## config.mk

```make
export PLATFORM = sky130hd
export DESIGN_NAME = srbc_top
export DESIGN_NICKNAME = d
export VERILOG_FILES = /design/src/core/srbc_pkg.sv /design/src/core/srbc_dip_filter.sv /design/src/core/srbc_top.sv
export SDC_FILE = /design/constraint.sdc
export NUM_CORES = 1
export LEC_CHECK = 0
export BUFFER_PORTS_ARGS = -buffer_cell sky130_fd_sc_hd__buf_2
export CORE_AREA = 5 5 74 76
export DETAILED_ROUTE_END_ITERATION = 8
export DIE_AREA = 0 0 79 81
export GPL_TIMING_DRIVEN = 0
export PLACE_DENSITY = 0.56
export SYNTH_ARGS = -nofsm -noshare
export SYNTH_HDL_FRONTEND = slang
export SYNTH_SLANG_ARGS = --single-unit
```

## constraint.sdc

```tcl
create_clock -name CLK_SYS -period 1.8 [get_ports CLK_SYS]
set_clock_uncertainty 0.1 [all_clocks]
set_input_delay 0.36 -clock CLK_SYS [delete_from_list [all_inputs] [get_ports CLK_SYS]]
set_output_delay 0.36 -clock CLK_SYS [all_outputs]
set_load 0.02 [all_outputs]
```

## src/core/srbc_pkg.sv

```systemverilog
// Constants shared by the supply reset and brown-out control block.
// Assumes a single 10 MHz system clock and static configuration bits.
package srbc_pkg;

	// ****************************************
	// Clock and timing
	// ****************************************
	localparam int CLK_PERIOD_NS = 100;
	// Least duration of a supply dip that may cause a brown-out reset
	localparam int FILTER_TIME_NS = 1000;
	localparam int FILTER_CYC_RAW = (FILTER_TIME_NS + CLK_PERIOD_NS - 1) / CLK_PERIOD_NS;
	localparam logic [7:0] FILTER_CYC = (FILTER_CYC_RAW < 1) ? 8'h01 : 8'(FILTER_CYC_RAW);

	// ****************************************
	// Brown-out modes
	// ****************************************
	typedef enum logic [1:0] {
		MODE_OFF = 2'h0,
		MODE_SOFT = 2'h1,
		MODE_NO_SLEEP = 2'h2,
		MODE_ALWAYS = 2'h3
	} srbc_mode_e;

	// ****************************************
	// Register port
	// ****************************************
	localparam logic [3:0] ADDR_CTRL = 4'h0;
	localparam logic [3:0] ADDR_STATUS = 4'h4;
	localparam int CTRL_SOFT_EN_BIT = 0;
	localparam int STAT_READY_BIT = 0;
	localparam int STAT_RESET_BIT = 1;
	localparam int STAT_ACTIVE_BIT = 2;
	localparam int STAT_MODE_LSB = 3;
	localparam int STAT_LEVEL_BIT = 5;
	localparam int STAT_EXEC_BIT = 6;
	localparam logic SOFT_EN_RESET = 1'b1;

	// Synchronised analog inputs
	localparam int SYNC_POR_OK = 0;
	localparam int SYNC_BELOW0 = 1;
	localparam int SYNC_BELOW1 = 2;
	localparam int SYNC_SETTLED = 3;
	localparam int SYNC_W = 4;

endpackage

```

## src/core/srbc_dip_filter.sv

```systemverilog
// Noise rejection filter for the selected brown-out comparator.
// Assumes the comparator input is already synchronised to CLK_SYS.
`timescale 1ns/100ps
`default_nettype none
module srbc_dip_filter (
	input wire logic clk,
	input wire logic rst,
	input wire logic enable,
	input wire logic below,
	output logic trip
);
	logic [7:0] cnt_ff;
	logic trip_ff;

	// Count consecutive low samples; any recovery restarts the count
	always_ff @(posedge clk or posedge rst) begin
		if (rst) begin
			cnt_ff <= 8'h00;
		end else if (!(enable && below)) begin
			cnt_ff <= 8'h00;
		end else if (cnt_ff != srbc_pkg::FILTER_CYC) begin
			cnt_ff <= cnt_ff + 8'h01;
		end
	end

	// Trip only once the dip outlasts the filter time
	always_ff @(posedge clk or posedge rst) begin
		if (rst) begin
			trip_ff <= 1'b0;
		end else begin
			trip_ff <= enable && below && (cnt_ff == srbc_pkg::FILTER_CYC);
		end
	end

	assign trip = trip_ff;
endmodule
`default_nettype wire

```

## src/core/srbc_top.sv

```systemverilog
// Supply reset and brown-out control: reset request and execution gate.
// Assumes analog comparator outputs arrive asynchronously, configuration
// bits and the sleep level come from CLK_SYS logic.
//
// The implementer's own choices: the placing of the registers and the plain strobed port.
`timescale 1ns/100ps
`default_nettype none
module srbc_top (
	input wire logic CLK_SYS,
	input wire logic RST,
	input wire logic POR_SUPPLY_OK,
	input wire logic BOR_BELOW_LVL0,
	input wire logic BOR_BELOW_LVL1,
	input wire logic BOR_SETTLED,
	input wire logic [1:0] BROWNOUT_MODE_SELECT,
	input wire logic BROWNOUT_LEVEL_SELECT,
	input wire logic CORE_SLEEP,
	input wire logic [3:0] REG_ADDR,
	input wire logic [7:0] REG_WDATA,
	input wire logic REG_WR,
	input wire logic REG_RD,
	output logic [7:0] REG_RDATA,
	output logic RESET_REQ,
	output logic EXEC_EN,
	output logic BOR_ENABLE,
	output logic BOR_LEVEL_OUT,
	output logic BROWNOUT_READY_FLAG
);
	// ****************************************
	// Declarations
	// ****************************************
	typedef enum logic [3:0] {
		ST_HOLD = 4'h1,
		ST_WAIT = 4'h2,
		ST_RUN = 4'h4,
		ST_SLEEP = 4'h8
	} srbc_state_e;

	srbc_state_e state_ff, nxt_state;
	logic [srbc_pkg::SYNC_W-1:0] meta_ff, sync_ff, async_in;
	logic soft_en_ff, ready_ff, reset_ff, exec_ff, bor_en_ff, level_ff;
	logic [7:0] rdata_ff;
	logic active, awake_active, below_sel, trip, nxt_reset;
	srbc_pkg::srbc_mode_e mode;

	assign mode = srbc_pkg::srbc_mode_e'(BROWNOUT_MODE_SELECT);

	// ****************************************
	// Input synchronisers
	// ****************************************
	assign async_in[srbc_pkg::SYNC_POR_OK] = POR_SUPPLY_OK;
	assign async_in[srbc_pkg::SYNC_BELOW0] = BOR_BELOW_LVL0;
	assign async_in[srbc_pkg::SYNC_BELOW1] = BOR_BELOW_LVL1;
	assign async_in[srbc_pkg::SYNC_SETTLED] = BOR_SETTLED;

	// Two flops per analog line; first stage feeds nothing else
	genvar gi;
	generate
		for (gi = 0; gi < srbc_pkg::SYNC_W; gi++) begin : g_sync
			always_ff @(posedge CLK_SYS or posedge RST) begin
				if (RST) begin
					meta_ff[gi] <= 1'b0;
					sync_ff[gi] <= 1'b0;
				end else begin
					meta_ff[gi] <= async_in[gi];
					sync_ff[gi] <= meta_ff[gi];
				end
			end
		end
	endgenerate

	// ****************************************
	// Mode decode and detection
	// ****************************************
	// Activity as it would be while awake, used for wake decisions
	always_comb begin
		case (mode)
			srbc_pkg::MODE_ALWAYS: awake_active = 1'b1;
			srbc_pkg::MODE_NO_SLEEP: awake_active = 1'b1;
			srbc_pkg::MODE_SOFT: awake_active = soft_en_ff;
			default: awake_active = 1'b0;
		endcase
	end

	// Mode 10 drops detection while the core sleeps
	assign active = awake_active && !(mode == srbc_pkg::MODE_NO_SLEEP && CORE_SLEEP);
	assign below_sel = BROWNOUT_LEVEL_SELECT ? sync_ff[srbc_pkg::SYNC_BELOW1]
		: sync_ff[srbc_pkg::SYNC_BELOW0];

	srbc_dip_filter u_filter (
		.clk(CLK_SYS),
		.rst(RST),
		.enable(active),
		.below(below_sel),
		.trip(trip)
	);

	// Reset request: power-on hold, or a filtered brown-out while active
	assign nxt_reset = !sync_ff[srbc_pkg::SYNC_POR_OK] || (active && trip);

	always_ff @(posedge CLK_SYS or posedge RST) begin
		if (RST) begin
			reset_ff <= 1'b1;
		end else begin
			reset_ff <= nxt_reset;
		end
	end

	// Analog enable and level mirror the decoded configuration
	always_ff @(posedge CLK_SYS or posedge RST) begin
		if (RST) begin
			bor_en_ff <= 1'b0;
			level_ff <= 1'b0;
		end else begin
			bor_en_ff <= active;
			level_ff <= BROWNOUT_LEVEL_SELECT;
		end
	end

	// Ready only after settling while enabled; cleared when disabled
	always_ff @(posedge CLK_SYS or posedge RST) begin
		if (RST) begin
			ready_ff <= 1'b0;
		end else begin
			ready_ff <= active && (ready_ff || sync_ff[srbc_pkg::SYNC_SETTLED]);
		end
	end

	// ****************************************
	// Execution gate
	// ****************************************
	// Power-on release waits for ready whenever detection is active
	always_comb begin
		nxt_state = state_ff;
		case (state_ff)
			ST_HOLD: begin
				if (!reset_ff) begin
					nxt_state = active ? ST_WAIT : ST_RUN;
				end
			end
			ST_WAIT: begin
				if (reset_ff) begin
					nxt_state = ST_HOLD;
				end else if (ready_ff || !active) begin
					nxt_state = ST_RUN;
				end
			end
			ST_RUN: begin
				if (reset_ff) begin
					nxt_state = ST_HOLD;
				end else if (CORE_SLEEP) begin
					nxt_state = ST_SLEEP;
				end
			end
			ST_SLEEP: begin
				if (reset_ff) begin
					nxt_state = ST_HOLD;
				end else if (!CORE_SLEEP) begin
					// Always-on keeps its protection, so wake is not held up
					nxt_state = (awake_active && mode != srbc_pkg::MODE_ALWAYS) ? ST_WAIT : ST_RUN;
				end
			end
			default: nxt_state = ST_HOLD;
		endcase
	end

	always_ff @(posedge CLK_SYS or posedge RST) begin
		if (RST) begin
			state_ff <= ST_HOLD;
			exec_ff <= 1'b0;
		end else begin
			state_ff <= nxt_state;
			exec_ff <= (nxt_state == ST_RUN);
		end
	end

	// ****************************************
	// Register port
	// ****************************************
	// Software enable survives sleep; a block reset restores it, a write to ADDR_CTRL loads it from CTRL_SOFT_EN_BIT
	always_ff @(posedge CLK_SYS or posedge RST) begin
		if (RST) begin
			soft_en_ff <= srbc_pkg::SOFT_EN_RESET;
		end else if (REG_WR && REG_ADDR == srbc_pkg::ADDR_CTRL) begin
			soft_en_ff <= REG_WDATA[srbc_pkg::CTRL_SOFT_EN_BIT];
		end
	end

	// Read data stands for one cycle only; unmapped reads give zero
	always_ff @(posedge CLK_SYS or posedge RST) begin
		if (RST) begin
			rdata_ff <= 8'h00;
		end else begin
			rdata_ff <= 8'h00;
			if (REG_RD && REG_ADDR == srbc_pkg::ADDR_CTRL) begin
				rdata_ff[srbc_pkg::CTRL_SOFT_EN_BIT] <= soft_en_ff;
			end else if (REG_RD && REG_ADDR == srbc_pkg::ADDR_STATUS) begin
				rdata_ff[srbc_pkg::STAT_READY_BIT] <= ready_ff;
				rdata_ff[srbc_pkg::STAT_RESET_BIT] <= reset_ff;
				rdata_ff[srbc_pkg::STAT_ACTIVE_BIT] <= bor_en_ff;
				rdata_ff[srbc_pkg::STAT_MODE_LSB +: 2] <= BROWNOUT_MODE_SELECT;
				rdata_ff[srbc_pkg::STAT_LEVEL_BIT] <= level_ff;
				rdata_ff[srbc_pkg::STAT_EXEC_BIT] <= exec_ff;
			end
		end
	end

	assign REG_RDATA = rdata_ff;
	assign RESET_REQ = reset_ff;
	assign EXEC_EN = exec_ff;
	assign BOR_ENABLE = bor_en_ff;
	assign BOR_LEVEL_OUT = level_ff;
	assign BROWNOUT_READY_FLAG = ready_ff;
endmodule
`default_nettype wire

```

==> run summary <==
The logs give 0 for the number of antenna repair diodes and 34 for the number of distinct standard cells referenced by the synthesized netlist. The floorplan has 25 rows. On the worst path, the slowest cell contributes a delay of 0.42 ns. The run gives 2 as the maximum buffer depth of the clock tree.

The synthesis warning total was 0; the worst voltage drop across the vdd grid was 0.380 mV. Net switching is 27.9% of the power. 37 I/O pins were placed. TritonCTS built the clock tree. The flow ran to the end, and the final reports show no timing, DRC or antenna violations.

The die covers 6400 um2. For this run the aggregate overflow at the end of global routing stands at 0. For the final RePlAce weighted congestion, the log shows 0.734. Kind of path behind the tightest hold check: in2async.

For this design, the slowest cell found on the critical path is dfrtp_1. Number of CTS-inserted buffers: 5. Summed over all layers, the routed wires come to 2710 um. The final hold violation count came out at 0. Data arrives at the worst endpoint at 1.74 ns.

For the final routed database, the setup TNS stands at 0 ns. The via count of the first global-routing pass is 1,017. The number of flip-flops and latches in the synthesized netlist was 34; the number of nets in the finished design was 180. Measured against its own limit, the worst slew margin works out to 53.9%. Setup violations remaining at the end of the flow were counted as 0.

The internal portion of the total power is 1.28 mW. During placement, the flow inserted port buffers numbering 28. The worst path buffer plus inverter count is 0. The synthesized instance count came out at 118.

After legalization and detailed placement, the total HPWL measured 1980 um. Of the available clock period, the critical path in the final layout requires 90.7%. After layout, the minimum clock period comes to 1.63 ns. The remaining design rule violation count is 0, and the net count after synthesis is 144.

Clock latency on the worst-skew pair: 0.28 ns. The tools report the post-layout instance count excluding filler cells as 209. The type of destination of the critical path was a flop. Entering global routing, the biggest net connects 35 pins. Yosys mapped a number of flops with a built-in enable equal to 0.

The max-slew violation count was 0. The first detailed-routing pass ran for 4 iterations. The H-tree generated during clock tree synthesis spans 2 levels. Across all layers, the routed design uses 998 vias. The initial utilization of the core area, before any placement, comes to 29.4%. The sequential element share of the synthesized area is 62.4%. The root cell of the clock tree is clkbuf_8. In this run the standard cell core region covers 4660 um2. From synthesis to final layout, the design area changed by 23.0%. The cell area that synthesis handed to floorplanning was 1370 um2. Counting every sink on the clock net gives 34. Top achievable clock speed: 0.612 GHz.

The tools report the clock share of power as 32.4%. The tools report the post-placement cell count as 200. Setup repair after global routing left no endpoint under its margin. In this run the biggest area consumer among cell types represents 56.7% of the synthesized area. Yosys attributes the largest share of cell area to dfrtp_1 (57%), dfstp_2 (5.8%), nor2_1 (4.4%). The share of synthesized registers carrying an async set or reset is 100%. The switching power is 0.495 mW. The tightest hold path in the finished design has a slack of 0.0776 ns.

The per-instance average area after synthesis is 11.6 um2, and the sequential power share is 51.3%. For the post-route worst setup slack, the log shows 0.167 ns. Traced cell by cell, the critical path runs through or3_4 > or3b_1 > o31a_1 > a31oi_1. The critical-path maximum fanout works out to 5. The most used flip-flop cell after synthesis is dfrtp_1. Summed over all instances, the cell type with the most area after synthesis is dfrtp_1. The floorplan step set the die height to 81 um. The clock slew seen by the registers of the worst setup and hold paths works out to 0.07 ns. The part of the total power dissipated in combinational logic came out at 16.3%. The worst setup path is of the reg2reg kind. At the placement stage, the worst setup path has a slack of 0.00988 ns.

The die width was 79 um. After detailed routing, the number of vias per cell comes to 4.78. The logs give 9.42% for the global routing usage summed across all routing layers and 0 for the remaining number of nets flagged by the antenna check after routing. At the pin with the least slew margin, the transition time is 0.690 ns.

In this design, the largest share of critical-path delay is due to simple AND/OR/NAND/NOR gates. The initial antenna violation count was 0. The leakage power figure came out at 0.829 nW. The run gives 469 as the fill cell total of the finished layout.

STA puts the critical path data required time at 1.90 ns. Type of origin of the critical path: a flop. The max-cap violation count came out at 0.

Of the cells placed in the final design, the portion with a size suffix greater than 1 is 29.7%. The first-iteration detailed-routing DRC count came out at 110. The global-route wire length before repair came out at 4560 um. In this run the power density over the cells is 1050 nW/um2. Post-detailed-route wirelength per cell: 12.9 um.
sequential cells by signal, indices dropped and copies added, names as in the netlist, 4 cells and up:
register	cells
REG_RDATA	7
u_filter.cnt_ff	8
state_ff	4
meta_ff	4
sync_ff	4
area by class of cell:
cell class	instances	area (um2)	area share, %
flip-flops and latches	34	855	50.7
multi-input cells	77	489	29.0
repair buffers	29	148	8.77
clock buffers	6	82.6	4.90
well taps	54	67.6	4.01
inverters	6	22.5	1.34
clock inverters	2	12.5	0.743
plain buffers	1	7.51	0.446
power by group through the flow:
stage / Sequential (mW) / Clock [mW] / Combinational [mW]
global placement: 0.915 / 0 / 0.277
finish: 0.910 / 0.574 / 0.289
detailed placement: 0.922 / 0 / 0.288
global route: 0.923 / 0.639 / 0.324
CTS: 0.907 / 0.600 / 0.290
floorplan: 0.930 / 0 / 0.187
kinds of logic (layout without fill, tap and decap cells):
kind of cell,after synthesis,count (layout),synth area share [%]
compound gates,15,15,7.59
xor+xnor,7,7,4.48
fa+ha+maj,2,2,1.83
buf+inv,7,44,2.19
flops,34,34,62.4
mux,3,3,2.38
other cells,1,1,0.274
simple gates,49,49,18.8
cell usage in the layout, fill, tap and decap left out, types with 3 or more instances in the layout:
master,count
nand2_1,6
and3_1,3
dfrtp_1,31
inv_1,5
nand3_1,5
nor2_1,16
nor3_1,3
xor2_1,6
and2_1,6
buf_2,28
clkbuf_8,6
nand3b_1,3
dfstp_2,3
path summary, 6_finish.rpt:
kind	from	to	slack [ns]	cells past startpoint
setup / recovery	state_ff[1]	state_ff[2]	0.17	4
hold / removal	RST	u_filter.cnt_ff[1]	0.08	2
setup reg to reg	state_ff[1]	state_ff[2]	0.17	4
hold reg to reg	meta_ff[1]	sync_ff[1]	0.25	0
max in group asynchronous	RST	BROWNOUT_READY_FLAG	1.07	2
min in group CLK_SYS	BOR_SETTLED	meta_ff[3]	0.08	1
what timing repair did:
| action | in CTS | in global routing |
|---|---|---|
| buffers inserted | 0 | 1 |
| gates resized for setup | 0 | 1 |
| hold buffers | 0 | 0 |
| setup endpoints to repair | 0 | 1 |
synthesized netlist by cell type (2+ instances only):
master	n
dfrtp_1	31
nor2_1	16
and2_1	6
inv_1	6
nand2_1	6
xor2_1	6
nand3_1	5
and3_1	3
dfstp_2	3
nand3b_1	3
nor3_1	3
a21o_1	2
a21oi_1	2
a31oi_1	2
ha_1	2
mux2_2	2
nor2b_1	2
o21ai_0	2
routing by layer:
metal	global-route usage, %	up-vias	routed length, um
li1	-	469	-
met1	10.5	467	1110
met2	15.2	53	1260
met3	3.77	9	262
met4	5.50	0	78
met5	0	-	0
metrics by stage:
step,utilization [%],instance area [um2],power (mW)
global route,36.1,1680,1.89
floorplan,-,1370,1.12
detailed placement,33.8,1580,1.21
global placement,33.8,1580,1.19
finish,36.1,1680,1.77
CTS,35.9,1670,1.80
No activity file was read; power rests on OpenSTA's default activity.
